### src/rtl/acd_map.svh
// offsets, field positions, reset values and counts of the serial configuration decoder
// assumes the frame word is numbered 15 (first bit shifted in) down to 0
`ifndef ACD_MAP_SVH
`define ACD_MAP_SVH

// frame length in serial clock cycles
`define ACD_FRAME_BITS 5'd16
`define ACD_LAST_BIT_IDX 5'd15

// leading frame bits
`define ACD_BIT_WRITE 15
`define ACD_BIT_ZERO 14
`define ACD_BIT_REGSEL 13

// control payload within the frame word
`define ACD_CTRL_HI 11
`define ACD_CTRL_LO 0

// range payload within the frame word
`define ACD_RANGE_HI 12
`define ACD_RANGE_LO 7

// fields of the conversion_setup register
`define ACD_C_CHAN 10
`define ACD_C_MODE_HI 9
`define ACD_C_MODE_LO 8
`define ACD_C_PM_HI 7
`define ACD_C_PM_LO 6
`define ACD_C_CODING 5
`define ACD_C_REF 4
`define ACD_C_SEQ_A 3
`define ACD_C_SEQ_B 2

// fields of the 6-bit range register
`define ACD_R_CH0_HI 5
`define ACD_R_CH0_LO 4
`define ACD_R_CH1_HI 1
`define ACD_R_CH1_LO 0

// reset values
`define ACD_SETUP_RST 12'h000
`define ACD_RANGE_RST 6'h00
// synchroniser resets to the idle pin levels {din, cs_n, sclk}, so no false edge follows reset
`define ACD_SYNC_RST 3'h3

// power-down point: index of the serial clock rising edge inside a frame, counted from 1
`define ACD_PD_RISE_EDGE 5'd15

// result coding: offset code to two's complement flips the sign bit
`define ACD_SIGN_FLIP 13'h1000

`endif

### src/rtl/acd_pkg.sv
// types shared by the serial configuration decoder
// assumes nothing of its surroundings
package acd_pkg;

    typedef enum logic [1:0] {
        ACD_FS_IDLE  = 2'b00,
        ACD_FS_SHIFT = 2'b01,
        ACD_FS_HOLD  = 2'b10
    } acd_frame_t;

    typedef enum logic [1:0] {
        ACD_PWR_NORMAL   = 2'b00,
        ACD_PWR_STANDBY  = 2'b01,
        ACD_PWR_SHUTDOWN = 2'b10
    } acd_power_t;

    typedef enum logic [1:0] {
        ACD_PM_NORMAL   = 2'b00,
        ACD_PM_AUTOSTBY = 2'b01,
        ACD_PM_AUTOSHDN = 2'b10,
        ACD_PM_FULLSHDN = 2'b11
    } acd_pm_t;

    typedef enum logic [1:0] {
        ACD_IN_SINGLE = 2'b00,
        ACD_IN_PSEUDO = 2'b01,
        ACD_IN_DIFF   = 2'b10,
        ACD_IN_BAD    = 2'b11
    } acd_inmode_t;

endpackage

### src/rtl/acd_serial_cfg.sv
// serial configuration decoder of a two-channel converter: frame shifter,
// write decode, conversion_setup and range registers, sequencer and power state
// assumes sclk, cs_n and din come from a host in another clock domain and that
// sclk runs well below a quarter of i_clk
//
// Contract
// - a frame is sixteen serial clocks; only those sixteen bits are decoded
// - the first three shifted bits choose which register the frame addresses
// - leading bits are write flag, zero bit, register choice, MSB first
// - write flag 0 means the frame is ignored and registers stay unchanged
// - write 1, choice 0 loads the last twelve bits into conversion_setup
// - write 1, choice 1 loads the next six bits into the range register
// - both registers are write-only; nothing is read back serially
// - new control settings apply to the next conversion after the write
// - conversion_setup clears to zero at power-up
// - channel bit picks the next channel, or the last channel in sequence mode
// - mode bits with the channel bit set single-ended, differential or pseudo
// - the two power bits select the power mode
// - coding bit 0 gives two's complement, 1 gives straight binary
// - in sequence mode every result uses the latest written coding
// - reference bit 0 uses external, 1 uses internal reference
// - in sequence mode every channel uses the latest written reference choice
// - the two sequencer bits set the sequencer mode
// - pseudo differential: pseudo ground gives -4096, full amplitude +4095
// - power codes: 11 shutdown, 10 autoshutdown, 01 autostandby, 00 normal
// - sequencer 1 then 0 runs channel 0 up to the final channel
// - input mode 11 illegal, 10 differential, 01 pseudo, 00 single-ended
// - range register has two bits per channel, reset to widest bipolar
`timescale 1ns/10ps
`include "acd_map.svh"
module acd_serial_cfg
    import acd_pkg::*;
(
    // clock and reset
    input wire logic i_clk,
    input wire logic i_sys_rst,
    // serial pins
    input wire logic i_sclk,
    input wire logic i_cs_n,
    input wire logic i_din,
    // raw result from the conversion core, offset code
    input wire logic [12:0] i_raw_result,
    input wire logic i_raw_valid,
    // register contents toward the analog side
    output logic [11:0] o_setup,
    output logic [5:0] o_range,
    output logic o_write_ctrl,
    output logic o_write_range,
    // settings of the conversion in progress
    output logic o_conv_start,
    output logic o_conv_ch,
    output logic [1:0] o_conv_mode,
    output logic [1:0] o_conv_range,
    output logic o_conv_coding,
    output logic o_conv_ref,
    output logic o_cfg_illegal,
    output logic o_seq_active,
    // power
    output logic [1:0] o_power_state,
    output logic o_int_ref_en,
    // coded result
    output logic [12:0] o_result,
    output logic o_result_valid
);

    // frame word decode into {control write, range write}
    function automatic logic [1:0] acd_decode(input logic [15:0] word);
        logic wr;
        logic sel;
        wr = word[`ACD_BIT_WRITE];
        sel = word[`ACD_BIT_REGSEL];
        // the zero bit is not checked; the host owns it
        acd_decode = {wr & ~sel, wr & sel};
    endfunction

    // range bits of one channel
    function automatic logic [1:0] acd_range_of(input logic [5:0] rng, input logic ch);
        acd_range_of = ch ? rng[`ACD_R_CH1_HI:`ACD_R_CH1_LO]
                          : rng[`ACD_R_CH0_HI:`ACD_R_CH0_LO];
    endfunction

    logic [2:0] pin_level;
    logic [2:0] pin_rise;
    logic [2:0] pin_fall;
    logic din_s;
    logic sclk_rise;
    logic sclk_fall;
    logic cs_fall;
    logic cs_rise;

    acd_sync #(
        .W(3),
        .RST_VAL(`ACD_SYNC_RST)
    ) u_sync (
        .i_clk(i_clk),
        .i_sys_rst(i_sys_rst),
        .i_async({i_din, i_cs_n, i_sclk}),
        .o_level(pin_level),
        .o_rise(pin_rise),
        .o_fall(pin_fall)
    );

    assign din_s = pin_level[2];
    assign sclk_rise = pin_rise[0];
    assign sclk_fall = pin_fall[0];
    assign cs_fall = pin_fall[1];
    assign cs_rise = pin_rise[1];
    acd_frame_t state_q;
    acd_frame_t state_d;
    logic [4:0] bit_cnt_q;
    logic [4:0] rise_cnt_q;
    logic [15:0] shift_q;
    logic [15:0] word_d;
    logic take;
    logic wr_ctrl;
    logic wr_range;
    logic pd_hit;
    logic [11:0] setup_q;
    logic [5:0] range_q;
    logic seq_ptr_q;
    logic seq_on;
    logic conv_ch_d;
    acd_pm_t pm_cur;
    acd_pm_t pm_new;
    acd_power_t power_q;

    // frame state: start on chip select falling, stop after the sixteenth bit
    always_comb begin
        state_d = state_q;
        case (state_q)
            ACD_FS_IDLE: begin
                if (cs_fall) begin
                    state_d = ACD_FS_SHIFT;
                end
            end
            ACD_FS_SHIFT: begin
                if (cs_rise) begin
                    state_d = ACD_FS_IDLE;
                end else if (take) begin
                    state_d = ACD_FS_HOLD;
                end
            end
            ACD_FS_HOLD: begin
                if (cs_rise) begin
                    state_d = ACD_FS_IDLE;
                end
            end
            default: begin
                state_d = ACD_FS_IDLE;
            end
        endcase
    end

    always_ff @(posedge i_clk) begin
        if (i_sys_rst) begin
            state_q <= ACD_FS_IDLE;
        end else begin
            state_q <= state_d;
        end
    end

    // bits are taken on the serial clock falling edge, MSB first
    assign take = (state_q == ACD_FS_SHIFT) && !cs_rise && sclk_fall
                  && (bit_cnt_q == `ACD_LAST_BIT_IDX);
    assign word_d = {shift_q[14:0], din_s};
    assign {wr_ctrl, wr_range} = {2{take}} & acd_decode(word_d);

    always_ff @(posedge i_clk) begin
        if (i_sys_rst) begin
            bit_cnt_q <= 5'h00;
            shift_q <= 16'h0000;
        end else if (cs_fall) begin
            bit_cnt_q <= 5'h00;
            shift_q <= 16'h0000;
        end else if (state_q == ACD_FS_SHIFT && sclk_fall) begin
            bit_cnt_q <= bit_cnt_q + 5'h01;
            shift_q <= word_d;
        end
    end

    // rising edges inside the frame, for the auto power-down point
    always_ff @(posedge i_clk) begin
        if (i_sys_rst) begin
            rise_cnt_q <= 5'h00;
        end else if (cs_fall) begin
            rise_cnt_q <= 5'h00;
        end else if (state_q != ACD_FS_IDLE && sclk_rise && rise_cnt_q != 5'h1f) begin
            rise_cnt_q <= rise_cnt_q + 5'h01;
        end
    end

    assign pd_hit = (state_q != ACD_FS_IDLE) && sclk_rise
                    && (rise_cnt_q == `ACD_PD_RISE_EDGE - 5'h01);

    // registers; there is no serial read path for either of them
    always_ff @(posedge i_clk) begin
        if (i_sys_rst) begin
            setup_q <= `ACD_SETUP_RST;
        end else if (wr_ctrl) begin
            setup_q <= word_d[`ACD_CTRL_HI:`ACD_CTRL_LO];
        end
    end

    always_ff @(posedge i_clk) begin
        if (i_sys_rst) begin
            range_q <= `ACD_RANGE_RST;
        end else if (wr_range) begin
            range_q <= word_d[`ACD_RANGE_HI:`ACD_RANGE_LO];
        end
    end

    always_ff @(posedge i_clk) begin
        if (i_sys_rst) begin
            o_write_ctrl <= 1'b0;
            o_write_range <= 1'b0;
        end else begin
            o_write_ctrl <= wr_ctrl;
            o_write_range <= wr_range;
        end
    end

    assign o_setup = setup_q;
    assign o_range = range_q;

    // sequencer: a 1/0 pair of sequencer bits walks from channel 0 to the channel bit
    assign seq_on = setup_q[`ACD_C_SEQ_A] & ~setup_q[`ACD_C_SEQ_B];
    assign conv_ch_d = seq_on ? seq_ptr_q : setup_q[`ACD_C_CHAN];

    always_ff @(posedge i_clk) begin
        if (i_sys_rst) begin
            seq_ptr_q <= 1'b0;
        end else if (wr_ctrl) begin
            seq_ptr_q <= 1'b0;
        end else if (cs_fall && seq_on) begin
            seq_ptr_q <= (seq_ptr_q == setup_q[`ACD_C_CHAN]) ? 1'b0 : ~seq_ptr_q;
        end
    end

    // settings are frozen at chip select falling, so a write affects the next conversion
    always_ff @(posedge i_clk) begin
        if (i_sys_rst) begin
            o_conv_ch <= 1'b0;
            o_conv_mode <= ACD_IN_SINGLE;
            o_conv_range <= 2'h0;
            o_conv_coding <= 1'b0;
            o_conv_ref <= 1'b0;
            o_cfg_illegal <= 1'b0;
            o_seq_active <= 1'b0;
        end else if (cs_fall) begin
            o_conv_mode <= setup_q[`ACD_C_MODE_HI:`ACD_C_MODE_LO];
            o_cfg_illegal <= (setup_q[`ACD_C_MODE_HI:`ACD_C_MODE_LO] == ACD_IN_BAD);
            o_conv_coding <= setup_q[`ACD_C_CODING];
            o_conv_ref <= setup_q[`ACD_C_REF];
            o_seq_active <= seq_on;
            // paired modes always measure vin0 against vin1 and take channel 0's range
            if (setup_q[`ACD_C_MODE_HI:`ACD_C_MODE_LO] == ACD_IN_SINGLE) begin
                o_conv_ch <= conv_ch_d;
                o_conv_range <= acd_range_of(range_q, conv_ch_d);
            end else begin
                o_conv_ch <= 1'b0;
                o_conv_range <= acd_range_of(range_q, 1'b0);
            end
        end
    end

    always_ff @(posedge i_clk) begin
        if (i_sys_rst) begin
            o_conv_start <= 1'b0;
        end else begin
            o_conv_start <= cs_fall;
        end
    end

    // power state: full shutdown follows the write, the auto modes the fifteenth edge
    assign pm_cur = acd_pm_t'(setup_q[`ACD_C_PM_HI:`ACD_C_PM_LO]);
    assign pm_new = acd_pm_t'(word_d[`ACD_C_PM_HI:`ACD_C_PM_LO]);
    always_ff @(posedge i_clk) begin
        if (i_sys_rst) begin
            power_q <= ACD_PWR_NORMAL;
        end else if (wr_ctrl) begin
            case (pm_new)
                ACD_PM_FULLSHDN: begin
                    power_q <= ACD_PWR_SHUTDOWN;
                end
                ACD_PM_NORMAL: begin
                    power_q <= ACD_PWR_NORMAL;
                end
                default: begin
                    power_q <= power_q;
                end
            endcase
        end else if (cs_fall && pm_cur != ACD_PM_FULLSHDN) begin
            power_q <= ACD_PWR_NORMAL;
        end else if (pd_hit) begin
            case (pm_cur)
                ACD_PM_AUTOSHDN: begin
                    power_q <= ACD_PWR_SHUTDOWN;
                end
                ACD_PM_AUTOSTBY: begin
                    power_q <= ACD_PWR_STANDBY;
                end
                default: begin
                    power_q <= power_q;
                end
            endcase
        end
    end
    assign o_power_state = power_q;

    // standby keeps the internal reference alive, shutdown does not
    always_ff @(posedge i_clk) begin
        if (i_sys_rst) begin
            o_int_ref_en <= 1'b0;
        end else begin
            o_int_ref_en <= setup_q[`ACD_C_REF] && (power_q != ACD_PWR_SHUTDOWN);
        end
    end

    // offset code to two's complement by flipping the sign bit, so pseudo ground
    // maps to the most negative code
    always_ff @(posedge i_clk) begin
        if (i_sys_rst) begin
            o_result <= 13'h0000;
            o_result_valid <= 1'b0;
        end else begin
            o_result_valid <= i_raw_valid;
            if (i_raw_valid) begin
                o_result <= o_conv_coding ? i_raw_result
                                          : (i_raw_result ^ `ACD_SIGN_FLIP);
            end
        end
    end

endmodule

### src/rtl/acd_sync.sv
// two-flop synchroniser with a third stage for edge detection
// assumes the inputs are asynchronous to i_clk
`timescale 1ns/10ps
module acd_sync #(
    parameter int W = 3,
    parameter logic [W-1:0] RST_VAL = '0
) (
    // clock and reset
    input wire logic i_clk,
    input wire logic i_sys_rst,
    // asynchronous inputs
    input wire logic [W-1:0] i_async,
    // synchronised level and edges
    output logic [W-1:0] o_level,
    output logic [W-1:0] o_rise,
    output logic [W-1:0] o_fall
);

    logic [W-1:0] meta_q;
    logic [W-1:0] sync_q;
    logic [W-1:0] last_q;

    // meta_q feeds sync_q only
    always_ff @(posedge i_clk) begin
        if (i_sys_rst) begin
            meta_q <= RST_VAL;
            sync_q <= RST_VAL;
            last_q <= RST_VAL;
        end else begin
            meta_q <= i_async;
            sync_q <= meta_q;
            last_q <= sync_q;
        end
    end

    assign o_level = sync_q;
    assign o_rise = sync_q & ~last_q;
    assign o_fall = ~sync_q & last_q;

endmodule

### config.mk
export PLATFORM = sky130hd
export DESIGN_NAME = acd_serial_cfg
export DESIGN_NICKNAME = d
export VERILOG_FILES = /design/src/rtl/acd_pkg.sv /design/src/rtl/acd_serial_cfg.sv /design/src/rtl/acd_sync.sv
export VERILOG_INCLUDE_DIRS = /design/src /design/src/rtl
export SDC_FILE = /design/constraint.sdc
export NUM_CORES = 1
export LEC_CHECK = 0
export BUFFER_PORTS_ARGS = -buffer_cell sky130_fd_sc_hd__buf_2
export CORE_MARGIN = 1
export CORE_UTILIZATION = 58
export CTS_CLUSTER_DIAMETER = 80
export DETAILED_ROUTE_END_ITERATION = 7
export PLACE_DENSITY = 0.94
export SLEW_MARGIN = 20
export SYNTH_ARGS = -nofsm -noshare
export SYNTH_HDL_FRONTEND = slang
export SYNTH_SLANG_ARGS = --single-unit
export TNS_END_PERCENT = 100
### constraint.sdc
create_clock -name i_clk -period 3.9 [get_ports i_clk]
set_clock_uncertainty 0.05 [all_clocks]
set_input_delay 0.195 -clock i_clk [delete_from_list [all_inputs] [get_ports i_clk]]
set_output_delay 0.195 -clock i_clk [all_outputs]
set_load 0.005 [all_outputs]
# ---- Word-level counts from Yosys, hierarchy flattened
# Cells that the tools add are included.
dict set report totals {
  word_cells 91
  regBits 83
  out_inout_bits 47
  inputBits 19
}
dict set report op_classes {
  n_eq_ne 16
  bitwise 12
  reduce_logical 21
  n_mux 16
  addsub 2
}
# cell count
set op_table {}
lappend op_table {{$mux W2} 9}
lappend op_table {{$mux W13} 1}
lappend op_table {{$add A5 B1 Y5 const B} 2}
lappend op_table {{$eq A5 B4 Y1 const B} 2}
lappend op_table {{$logic_and A1 B1 Y1} 10}
lappend op_table {{$eq A2 B2 Y1 const B} 4}
lappend op_table {{$ne A2 B2 Y1 const B} 4}
lappend op_table {{$pmux W2 S2} 2}
lappend op_table {{$and A2 B2 Y2} 3}
lappend op_table {{$logic_not A2 Y1} 3}
lappend op_table {{$pmux W2 S3} 1}
lappend op_table {{$reduce_and A3 Y1} 2}
lappend op_table {{$ne A5 B5 Y1 const B} 1}
lappend op_table {{$eq A2 B1 Y1 const B} 2}
lappend op_table {{$not A1 Y1} 4}
lappend op_table {{$not A2 Y2} 2}
lappend op_table {{$reduce_bool A4 Y1} 1}
lappend op_table {{$reduce_or A2 Y1} 2}
lappend op_table {{$and A1 B1 Y1} 3}
lappend op_table {{$mux W1} 3}
lappend op_table {{$ne A3 B1 Y1 const B} 1}
lappend op_table {{$ne A3 B3 Y1 const B} 1}
lappend op_table {{$reduce_bool A3 Y1} 1}
lappend op_table {{$reduce_bool A2 Y1} 1}
lappend op_table {{2 further kinds} 2}

# ---- Logic depth before layout (Yosys ltp)
# Gate-level depths: netlist of run 1.
dict set report depth {
  depth_word 9
  depth_mapped 9
}

# ---- By module
# A second synthesis of run 1 with hierarchy kept.
dict set report hier_totals {
  cells_unflattened 324
  area_unflattened_um2 3150.5
}
# mod seq_area_each_um2 cells_per_inst instances area_each_um2
set by_module_without_submodules {}
lappend by_module_without_submodules {acd_serial_cfg 1501.4 300 1 2876.5}
lappend by_module_without_submodules {acd_sync 180.2 24 1 274.0}

# ---- Least setup slack after synthesis of run 1
# No wires, ideal clock.
dict set report synth_timing {
  kind {reg2reg}
  startpoint {register bit_cnt_q[0]}
  endpoint {register setup_q[7], in the netlist o_setup[7]}
  t_arrival_ps 1694
  setup_time_ps 128
  path_stages_with_launch 10
  path_slack_ps 2028
  path_buffers 2
  path_cell_list {dfxtp_1 > ha_1 > and3_1 > ha_1 > nand4b_1 > nor4b_2 > buf_4 > buf_8 > mux2i_1 > nor2_1}
}
dict set report synth_via {
  elab_chain_len 3
}
# item line
set synth_rtl {}
lappend synth_rtl {{from (decl)} acd_serial_cfg.sv:110} ;# logic [4:0] bit_cnt_q;
lappend synth_rtl {{from (signal assigned)} acd_serial_cfg.sv:176} ;# bit_cnt_q <= bit_cnt_q + 5'h01;
lappend synth_rtl {{$eq A5 B4 Y1 (no line)} n/a}
lappend synth_rtl {{$logic_and A1 B1 Y1} acd_serial_cfg.sv:163} ;# assign take = (state_q == ACD_FS_SHIFT) && !cs_rise && sclk_fall
lappend synth_rtl {{$and A2 B2 Y2} acd_serial_cfg.sv:166} ;# assign {wr_ctrl, wr_range} = {2{take}} & acd_decode(word_d);
lappend synth_rtl {{to (signal assigned)} acd_serial_cfg.sv:198} ;# setup_q <= `ACD_SETUP_RST;
lappend synth_rtl {{to (signal assigned)} acd_serial_cfg.sv:200} ;# setup_q <= word_d[`ACD_CTRL_HI:`ACD_CTRL_LO];
lappend synth_rtl {{to (decl)} acd_serial_cfg.sv:118} ;# logic [11:0] setup_q;
# Every way passes these cells.
# A chain may end at the register's enable or synchronous reset.

# ---- Worst setup path after layout of run 1
dict set report layout_timing {
  startpoint {register bit_cnt_q[0]}
  endpoint {register setup_q[3], in the netlist o_setup[3]}
}
# Same word-level chain as after synthesis.

==> results of run 1 <==
## state kept, by name, indices dropped and copies added, names as in the netlist
register and count:
shift_q 15, o_result 13, o_setup 12, o_range 6, bit_cnt_q 5, rise_cnt_q 5
u_sync.meta_q 3, u_sync.o_level 3, o_conv_mode 2, o_conv_range 2, o_power_state 2, state_q 2
u_sync.last_q 2, o_cfg_illegal 1, o_conv_ch 1, o_conv_coding 1, o_conv_ref 1, o_conv_start 1
o_int_ref_en 1, o_result_valid 1, o_seq_active 1, o_write_ctrl 1, o_write_range 1, seq_ptr_q 1
## repair_timing
| item | CTS | global route |
|---|---|---|
| hold buffers | 3 | 0 |
| endpoints found under the setup margin | 0 | 0 |
| hold endpoints to repair | 3 | 0 |
## cells by family after synthesis
| group | synth area share |
|---|---|
| compound gates | 0.109 |
| flops | 0.529 |
| mux | 0.0861 |
| xor+xnor | 0.0223 |
| buf+inv | 0.0319 |
| fa+ha+maj | 0.0279 |
| simple gates | 0.194 |
## how the worst max path moves through the flow
stage / to / slack (ns)
after floorplan: o_setup[7]$_SDFFE_PP0N_ / 2.03
after global placement: o_setup[0]$_SDFFE_PP0N_ / 1.59
after detailed placement: o_setup[3]$_SDFFE_PP0N_ / 1.47
after CTS: o_setup[3]$_SDFFE_PP0N_ / 1.45
after global routing: o_setup[11]$_SDFFE_PP0N_ / 1.27
final: o_setup[3]$_SDFFE_PP0N_ / 1.44
## cell usage after synthesis (4+ instances only)
cell type  number  area, um^2
nand2_1        42         158
clkbuf_1       11        41.3
dfxtp_1        83        1660
a211oi_1        4        30.0
xnor2_1         5        43.8
ha_1            7        87.6
a21oi_1        18        90.1
a22o_1         10        87.6
inv_1           7        26.3
mux2i_1        27         270
o211ai_1        5        37.5
or2_2           5        31.3
nor2b_1         5        31.3
nor2_1         36         135
## cell usage in the layout, fill, tap and decap left out, types with 3 or more instances in the layout
cell type,instances
nand2_1,42
a22o_1,10
buf_2,65
xor2_1,3
ha_1,7
nor2_1,36
xnor2_1,5
o211ai_1,5
a21oi_1,18
nand2b_1,3
a211oi_1,4
mux2i_1,27
or2_2,5
dfxtp_1,83
dlygate4sd3_1,3
clkbuf_8,11
nor2b_1,5
inv_1,7
## critical path, delay by kind of cell, from the launching register on
kind / cells / cell delay [ns]
adders and majority gates: 2 / 0.38
DFF: 1 / 0.38
muxes: 1 / 0.21
and+or+nand+nor: 4 / 0.98
buffers and inverters: 1 / 0.32
## layout make-up
| type | instances | area, um^2 | area share |
|---|---|---|---|
| repair buffers | 69 | 363 | 0.0973 |
| well taps | 70 | 87.6 | 0.0235 |
| multi-input cells | 211 | 1390 | 0.372 |
| clock inverters | 4 | 48.8 | 0.0131 |
| inverters | 7 | 26.3 | 0.00705 |
| flip-flops and latches | 83 | 1660 | 0.446 |
| clock buffers | 12 | 155 | 0.0416 |
## routing by layer
metal	GRT usage	vias up	share of wire
met1	0.275	1125	0.44
met3	0.0516	9	0.044
met2	0.392	62	0.50
li1	-	1215	-
met4	0.130	0	0.016
met5	0	-	0
## per-stage QoR
step	instances	area, um^2
after floorplan	316	3140
after global placement	437	3490
after detailed placement	437	3490
after CTS	456	3730
after global routing	456	3730
final	456	3730
## where the power goes
group	internal [mW]	switching (mW)
clock network	0.330	0.292
registers	0.860	0.00685
logic	0.0291	0.0374
==> out/results.ini, run 1 <==
[clocking]
cts-root-buf = clkbuf_8
clk_path_buf_depth = 2
cts_setup_buffers = 0
cts_tree = built
clkLatencyLatePin_ns = 0.35
cts_resized = 0
htree_num_levels = 3
clkTransAtPathRegs_ns = 0.08
cts.sinks = 83
numCtsBuffers = 9

[sta]
relSlewSlack = 0.425
min_period_over_period = 0.630
fin_setup_tns_ns = 0
fin_crit_ns = 2.46
fmax_mhz = 407
hold_viol = 0
setup_slack_ns = 1.44
whs_ns = 0.0291
worst_slew_pin_slew_ns = 0.860
drv_slew = 0
grt_setup_unrepaired = false
setup_violations = 0

[pwr]
power_mw = 1.56
power_density_mw_per_mm2 = 417
peakVddDrop_uv = 261
power.leakage_nw = 1.57

[floorplanning]
rows = 26
dieHeight_um = 75.6
start_util = 0.607
die_area_mm2 = 0.00571
pin_count = 66
core_mm2 = 0.00517
die-width_um = 75.6

[synth]
syn-instance-count = 316
syn-cell-area_mm2 = 0.00314
syn_area_per_cell_um2 = 9.93
ys_seq_elements = 83
yosysUniqueCellTypes = 48
async_reset_ff_frac = 0
synth_edf_count = 0
synthFlopType = dfxtp_1
synthesis.nets = 342
yosysSeqAreaShare = 0.529
yosysWarnings = 0

[drt]
wl_per_cell_um = 13.7
vias_per_cell = 5.29
drc_errors = 0
routed-via-count = 2411
drt_iter0_drc = 194
ant_nets = 0
routed_wl_mm = 6.25
firstDrtPassIters = 4

[layout]
nNetsFinal = 407
layout-drive-gt1-share = 0.249
fill_cells = 369
final_core_util = 0.721
n_antenna_cell = 0
syn2layout_area_growth_pct = 18.8

[critical_path]
crit_start = bit_cnt_q[0]$_SDFFE_PP0P_
critPathLaunchType = flop
criticalPathCategory = reg -> reg
worstPathArrival_ns = 2.62
r2r_end = o_setup[3]$_SDFFE_PP0N_
cp_data_required_time_ns = 4.07
crit_chain = ha_1, and3_1, ha_1, nand4b_1, nor4b_4, buf_4, mux2i_1, nor2_1
slowest_delay_ns = 0.60
worstPathMaxFanout = 10
cp_common_cell = ha_1
slowest_stage = nor4b_4
reg2reg_slack_ns = 1.44
reg2reg_from = bit_cnt_q[0]$_SDFFE_PP0P_
r2r.worst_path.cells = 8
end_kind = flop

[global_routing]
grt_max_degree = 41
grt_pass1_wl_mm = 9.81
grt.total_usage = 0.232
gr-total-overflow = 0
antenna_found_initial = 0
first_global_vias = 2195

[hold_path]
hold_end = o_result[1]$_SDFFE_PP0P_
hold_depth = 3
worstHoldPathType = in -> reg
hp-start = i_raw_result[1]

[flow_run]
cap_viol_max_count = 0

[place]
dp_hpwl_mm = 4.29
post-place-ws_ns = 1.47
gp_congestion = 0.774
io_buffer_count = 65

[outcome]
status = finished clean

(Power assumes the default switching activity.)
==> run 2, diff against run 1 <==
--- a/config.mk
+++ b/config.mk
@@ -8,10 +8,10 @@
 export LEC_CHECK = 0
 export BUFFER_PORTS_ARGS = -buffer_cell sky130_fd_sc_hd__buf_2
 export CORE_MARGIN = 1
-export CORE_UTILIZATION = 58
+export CORE_UTILIZATION = 48
 export CTS_CLUSTER_DIAMETER = 80
 export DETAILED_ROUTE_END_ITERATION = 7
-export PLACE_DENSITY = 0.94
+export PLACE_DENSITY = 0.84
 export SLEW_MARGIN = 20
 export SYNTH_ARGS = -nofsm -noshare
 export SYNTH_HDL_FRONTEND = slang
==> constraint.sdc (replaced) <==
create_clock -name i_clk -period 2.15 [get_ports i_clk]
set_clock_uncertainty 0.05 [all_clocks]
set_input_delay 0.1075 -clock i_clk [delete_from_list [all_inputs] [get_ports i_clk]]
set_output_delay 0.1075 -clock i_clk [all_outputs]
set_load 0.005 [all_outputs]
==> run 2 against run 1 <==
Net effect: hold slack gained 0.039 ns; cell count rose by 4.8%; sequential share of layout area is 2.1 points lower; first-iteration DRC count is 28% lower; non-clock buffer count up 15; flip-flop and latch count is the same; critical path depth did not move; via count is 3.5% higher; register-to-register slack got worse by 1.3 ns; sequential power rose by 81%; total power rose by 93%; routed wire length up 7.2%.
==> out/results.ini, run 2 (synthesis results as in run 1) <==
[critical_path]
cp_common_cell = ha_1  ; unchanged
reg2reg_from = bit_cnt_q[0]$_SDFFE_PP0P_  ; unchanged
worstPathArrival_ns = 2.19  ; was 2.62 ns
reg2reg_slack_ns = 0.13  ; was 1.44 ns
path_delay_family = simple AND/OR/NAND/NOR gates  ; unchanged
criticalPathCategory = reg -> reg  ; unchanged
slowest_delay_ns = 0.38  ; was 0.60 ns
worstPathMaxFanout = 11  ; was 10
cp_data_required_time_ns = 2.32  ; was 4.07 ns
end_kind = flop  ; unchanged
worst-path-buf-inv = 1  ; unchanged
crit_chain = ha_1, and3_1, ha_1, nand4b_1, nor4b_4, buf_6, mux2i_1, nor2_1  ; was ha_1, and3_1, ha_1, nand4b_1, nor4b_4, buf_4, mux2i_1, nor2_1
slowest_stage = dfxtp_1  ; was nor4b_4
r2r_end = o_setup[0]$_SDFFE_PP0N_  ; was o_setup[3]$_SDFFE_PP0N_
r2r.worst_path.cells = 8  ; unchanged
critPathLaunchType = flop  ; unchanged

[floorplanning]
die_area_mm2 = 0.00687  ; was 0.00571 mm^2
die-width_um = 82.9  ; was 75.6 um
core_mm2 = 0.00631  ; was 0.00517 mm^2
pin_count = 66  ; unchanged
start_util = 0.497  ; was 0.607
dieHeight_um = 82.9  ; was 75.6 um
rows = 29  ; was 26

[place]
gp_congestion = 0.788  ; was 0.774
io_buffer_count = 65  ; unchanged
dp_hpwl_mm = 4.47  ; was 4.29 mm
post-place-ws_ns = 0.101  ; was 1.47 ns

[clocking]
clkTransAtPathRegs_ns = 0.08  ; about the same
cts_setup_buffers = 0  ; unchanged
cts.sinks = 83  ; unchanged
cts-root-buf = clkbuf_8  ; unchanged
clk_path_buf_depth = 2  ; unchanged
cts_tree = built  ; unchanged
htree_num_levels = 3  ; unchanged
numCtsBuffers = 9  ; unchanged
clkLatencyLatePin_ns = 0.35  ; about the same

[drt]
firstDrtPassIters = 4  ; unchanged
drc_errors = 0  ; unchanged
routedLengthMet1_mm = 2.98  ; was 2.73 mm
routed_wl_mm = 6.70  ; was 6.25 mm
wl_per_cell_um = 14.0  ; was 13.7 um
dr.max_layer_used = met4  ; unchanged
ant_nets = 0  ; unchanged
drt_iter0_drc = 140  ; was 194
dr_wl_met3_um = 225  ; was 275 um
met2_length_mm = 3.38  ; was 3.14 mm
vias_per_cell = 5.22  ; was 5.29
routed-via-count = 2495  ; was 2411

[layout]
layout_commonest_cell = dfxtp_1  ; unchanged
layout-drive-gt1-share = 0.247  ; was 0.249
nNetsFinal = 422  ; was 407
layout_common_cells = dfxtp_1, buf_2, nand2_1  ; unchanged
n_antenna_cell = 0  ; unchanged
largest_register_ffs = 15  ; unchanged
syn2layout_area_growth_pct = 24.8  ; was 18.8%
regMostFlops = shift_q  ; unchanged

[sta]
setup_slack_ns = 0.126  ; was 1.44 ns
grt_setup_unrepaired = false  ; unchanged
hold_viol = 0  ; unchanged
fin_crit_ns = 2.02  ; was 2.46 ns
fmax_mhz = 494  ; was 407 MHz
min_period_over_period = 0.941  ; was 0.630
worst_slew_pin_slew_ns = 0.543  ; was 0.860 ns
fin_setup_tns_ns = 0  ; unchanged
setup_violations = 0  ; unchanged
relSlewSlack = 0.637  ; was 0.425
drv_slew = 0  ; unchanged

[pwr]
power.leakage_nw = 1.65  ; was 1.57 nW
peakVddDrop_uv = 485  ; was 261 uV
power_density_mw_per_mm2 = 766  ; was 417 mW/mm^2

[hold_path]
hp-start = i_raw_result[12]  ; was i_raw_result[1]
hold_depth = 4  ; was 3
hold_end = o_result[12]$_SDFFE_PP0P_  ; was o_result[1]$_SDFFE_PP0P_
worstHoldPathType = in -> reg  ; unchanged

[global_routing]
grt.total_usage = 0.198  ; was 0.232
grt_max_degree = 26  ; was 41
antenna_found_initial = 0  ; unchanged
first_global_vias = 2339  ; was 2195
grt_pass1_wl_mm = 11.0  ; was 9.81 mm
gr-total-overflow = 0  ; unchanged

[outcome]
status = finished clean  ; unchanged

[flow_run]
cap_viol_max_count = 0  ; unchanged

## run 2: changes by cell type in the layout (fill, tap and decap cells not counted), sizes merged
cell	before	now
buf	66	69
clkbuf	12	13
dlygate4sd3	3	15
clkinv	3	1
bufinv	1	2
## run 2: area by class of cell
cell class / instances / area (um^2)
Multi-Input combinational cell: 211 / 1390
Tap cell: 77 / 96.3
Clock inverter: 3 / 68.8
Fill cell: 523 / 2400
Inverter: 7 / 26.3
Timing Repair Buffer: 84 / 509
Sequential cell: 83 / 1660
Clock buffer: 13 / 169
## run 2: power by group
part           internal, mW  leakage, nW  switching (mW)  total, mW
Clock                 0.752        0.120           0.531       1.28
Combinational        0.0697        0.860          0.0730      0.143
Sequential             1.56        0.673          0.0133       1.57
Total                  2.38         1.65           0.618       3.00
## run 2: worst max path at each step
| stage | start | endpoint | slack, ns | cells after the start |
|---|---|---|---|---|
| 2_1_floorplan | bit_cnt_q[0]$_SDFFE_PP0P_ | o_setup[7]$_SDFFE_PP0N_ | 0.28 | 9 |
| 3_3_place_gp | bit_cnt_q[0]$_SDFFE_PP0P_ | o_setup[5]$_SDFFE_PP0N_ | 0.24 | 8 |
| 3_5_place_dp | bit_cnt_q[0]$_SDFFE_PP0P_ | o_setup[0]$_SDFFE_PP0N_ | 0.10 | 8 |
| 4_1_cts | bit_cnt_q[0]$_SDFFE_PP0P_ | o_setup[0]$_SDFFE_PP0N_ | 0.07 | 8 |
| 5_1_grt | bit_cnt_q[0]$_SDFFE_PP0P_ | o_setup[2]$_SDFFE_PP0N_ | 0.002 | 8 |
| 6_report | bit_cnt_q[0]$_SDFFE_PP0P_ | o_setup[0]$_SDFFE_PP0N_ | 0.13 | 8 |
## run 2: repair_timing
action                     4_1_cts  5_1_grt
setup endpoints to repair        0        9
resized for setup                0        1
hold buffers                    15        0
hold endpoints to repair        15        0
## run 2: worst reg2reg max path: stages, from the launching register on
cell      delay, ns
dfxtp_1        0.38
ha_1           0.18
and3_1         0.16
ha_1           0.19
nand4b_1       0.15
nor4b_4        0.29
buf_6          0.23
mux2i_1        0.23
nor2_1         0.05
## run 2: per-stage QoR
stage / instance area, um^2 / hold slack [ns] / utilization / cells / total power [mW]
after floorplan: 3140 / 0.161 / - / 316 / 1.68
after global placement: 3530 / 0.242 / 0.558 / 447 / 1.72
after detailed placement: 3530 / 0.247 / 0.558 / 447 / 1.73
after CTS: 3910 / 0.0601 / 0.620 / 478 / 3.01
after global routing: 3920 / 0.0725 / 0.620 / 478 / 3.11
final: 3920 / 0.0682 / 0.620 / 478 / 3.00
## run 2: per-layer routing
layer / track usage / vias to the layer above
li1: - / 1250
met3: 0.0398 / 14
met4: 0.0815 / 0
met5: 0 / -
met1: 0.236 / 1181
met2: 0.346 / 50
==> run 3, diff against run 2 <==
--- a/config.mk
+++ b/config.mk
@@ -12,8 +12,10 @@
 export CTS_CLUSTER_DIAMETER = 80
 export DETAILED_ROUTE_END_ITERATION = 7
 export PLACE_DENSITY = 0.84
+export RECOVER_POWER = 25
 export SLEW_MARGIN = 20
 export SYNTH_ARGS = -nofsm -noshare
 export SYNTH_HDL_FRONTEND = slang
+export SYNTH_HIERARCHICAL = 1
 export SYNTH_SLANG_ARGS = --single-unit
 export TNS_END_PERCENT = 100
==> run 3 against run 2 <==
Net effect: via count decreased by 1.4%; total power shrank 9.1%; critical path depth decreased by 1; register-to-register slack better by 0.03 ns; critical path type unchanged; sequential power hardly changed; largest cell class unchanged; non-clock buffer count increased by 1; worst setup slack improved by 0.026 ns; final area down 2.8%; area after synthesis decreased by 0.88%; synthesized cell count up 1.3%.
==> out/results.ini, run 3 <==
[outcome]
status = finished clean  ; unchanged

[layout]
largest_register_ffs = 15  ; unchanged
fill_cells = 532  ; was 523
syn2layout_area_growth_pct = 22.4  ; was 24.8%
layout_commonest_cell = dfxtp_1  ; unchanged
nNetsFinal = 424  ; was 422
n_antenna_cell = 0  ; unchanged
stdcell_count = 478  ; unchanged
layout_common_cells = dfxtp_1, buf_2, nand2_1  ; unchanged
layout-drive-gt1-share = 0.216  ; was 0.247
regMostFlops = shift_q  ; unchanged

[sta]
whs_ns = 0.0737  ; was 0.0682 ns
fin_crit_ns = 2.00  ; was 2.02 ns
grt_setup_unrepaired = false  ; unchanged
setup_violations = 0  ; unchanged
hold_viol = 0  ; unchanged
worst_slew_pin_slew_ns = 1.21  ; was 0.543 ns
drv_slew = 0  ; unchanged
fin_setup_tns_ns = 0  ; unchanged
min_period_over_period = 0.929  ; was 0.941
fmax_mhz = 501  ; was 494 MHz
setup_slack_ns = 0.152  ; was 0.126 ns
relSlewSlack = 0.193  ; was 0.637

[clocking]
clkTransAtPathRegs_ns = 0.08  ; about the same
numCtsBuffers = 9  ; unchanged
cts-root-buf = clkbuf_8  ; unchanged
clkLatencyLatePin_ns = 0.34  ; was 0.35 ns
cts.sinks = 83  ; unchanged
cts_setup_buffers = 0  ; unchanged
htree_num_levels = 3  ; unchanged
cts_tree = built  ; unchanged
clk_path_buf_depth = 2  ; unchanged

[drt]
ant_nets = 0  ; unchanged
routed-via-count = 2460  ; was 2495
firstDrtPassIters = 4  ; unchanged
drc_errors = 0  ; unchanged
drt_iter0_drc = 103  ; was 140
routed_wl_mm = 6.32  ; was 6.70 mm
wl_per_cell_um = 13.2  ; was 14.0 um
vias_per_cell = 5.15  ; was 5.22

[critical_path]
worst-path-buf-inv = 1  ; unchanged
critPathLaunchType = flop  ; unchanged
cp_common_cell = ha_1  ; unchanged
worstPathMaxFanout = 10  ; was 11
worstPathArrival_ns = 2.23  ; was 2.19 ns
worstSetupPathDepth = 7  ; was 8
end_kind = flop  ; unchanged
r2r.worst_path.cells = 7  ; was 8
criticalPathCategory = reg -> reg  ; unchanged
path_delay_family = simple AND/OR/NAND/NOR gates  ; unchanged
slowest_stage = dfxtp_1  ; unchanged
crit_chain = ha_1, and3_1, ha_1, and4b_2, a21oi_2, buf_4, a21boi_1  ; was ha_1, and3_1, ha_1, nand4b_1, nor4b_4, buf_6, mux2i_1, nor2_1
slowest_delay_ns = 0.34  ; was 0.38 ns
cp_data_required_time_ns = 2.38  ; was 2.32 ns

[floorplanning]
die_area_mm2 = 0.00681  ; was 0.00687 mm^2
rows = 28  ; was 29
core_mm2 = 0.00610  ; was 0.00631 mm^2
pin_count = 66  ; unchanged
dieHeight_um = 82.5  ; was 82.9 um
start_util = 0.510  ; was 0.497
die-width_um = 82.5  ; was 82.9 um

[synth]
synthesis.nets = 346  ; was 342
syn-cell-area_mm2 = 0.00311  ; was 0.00314 mm^2
syn-instance-count = 320  ; was 316
syn_area_per_cell_um2 = 9.72  ; was 9.93 um^2
yosysWarnings = 6  ; was 0

[place]
dp_cells = 447  ; unchanged
io_buffer_count = 65  ; unchanged
gp_congestion = 0.821  ; was 0.788
dp_hpwl_mm = 4.31  ; was 4.47 mm
post-place-ws_ns = -0.0357  ; was 0.101 ns

[global_routing]
grt_max_degree = 30  ; was 26
grt.total_usage = 0.197  ; was 0.198
grt_pass1_wl_mm = 9.96  ; was 11.0 mm
first_global_vias = 2176  ; was 2339
gr-total-overflow = 0  ; unchanged
antenna_found_initial = 0  ; unchanged

[hold_path]
worstHoldPathType = in -> reg  ; unchanged
hold_depth = 4  ; unchanged

[pwr]
power_mw = 2.73  ; was 3.00 mW
power.leakage_nw = 1.60  ; was 1.65 nW
peakVddDrop_uv = 416  ; was 485 uV
power_density_mw_per_mm2 = 716  ; was 766 mW/mm^2

[flow_run]
cap_viol_max_count = 0  ; unchanged

[run 3: report_power, final]
part / internal, mW / switching, mW
combinational: 0.0729 / 0.0737
clock: 0.479 / 0.526
sequential: 1.56 / 0.0129
total: 2.11 / 0.612
[run 3: layer usage]
layer	GRT usage	share of wire	up-vias
li1	-	-	1233
met1	0.223	0.44	1166
met2	0.350	0.50	52
met3	0.0560	0.040	9
met4	0.0724	0.013	0
met5	0	0	-
[run 3: repair_timing]
| action | CTS | global route |
|---|---|---|
| gates resized for setup | 1 | 2 |
| hold buffers | 15 | 0 |
| setup endpoints to repair | 5 | 6 |
| endpoints found under the hold margin | 15 | 0 |
[run 3: layout make-up]
class	count	area, um^2	share of cell area
Sequential cell	83	1660	0.436
Multi-Input combinational cell	214	1350	0.355
Timing Repair Buffer	85	503	0.132
Clock buffer	12	155	0.0407
Tap cell	75	93.8	0.0246
Clock inverter	4	25.0	0.00657
Inverter	5	18.8	0.00493
[run 3: worst paths after layout]
| kind | start | endpoint | slack, ns |
|---|---|---|---|
| min | i_raw_result[12] | o_result[12]$_SDFFE_PP0P_ | 0.07 |
| max reg2reg | bit_cnt_q[0]$_SDFFE_PP0P_ | seq_ptr_q$_SDFFE_PP0P_ | 0.15 |
| max | bit_cnt_q[0]$_SDFFE_PP0P_ | seq_ptr_q$_SDFFE_PP0P_ | 0.15 |
| min reg2reg | u_sync/meta_q[1]$_SDFF_PP1_ | u_sync/o_level[1]$_SDFF_PP1_ | 0.36 |
[run 3: worst reg2reg max path, delay by kind of cell, from the launching register on]
| kind | cells | cell delay, ns |
|---|---|---|
| buf+inv | 1 | 0.23 |
| flops | 1 | 0.34 |
| simple gates | 2 | 0.48 |
| fa+ha+maj | 2 | 0.40 |
| compound gates | 2 | 0.43 |
[run 3: metrics by stage]
| stage | utilization | area, um^2 |
|---|---|---|
| 2_1_floorplan | - | 3110 |
| 3_3_place_gp | 0.571 | 3480 |
| 5_1_grt | 0.625 | 3810 |
| 6_report | 0.625 | 3810 |
| 3_5_place_dp | 0.571 | 3480 |
| 4_1_cts | 0.626 | 3810 |
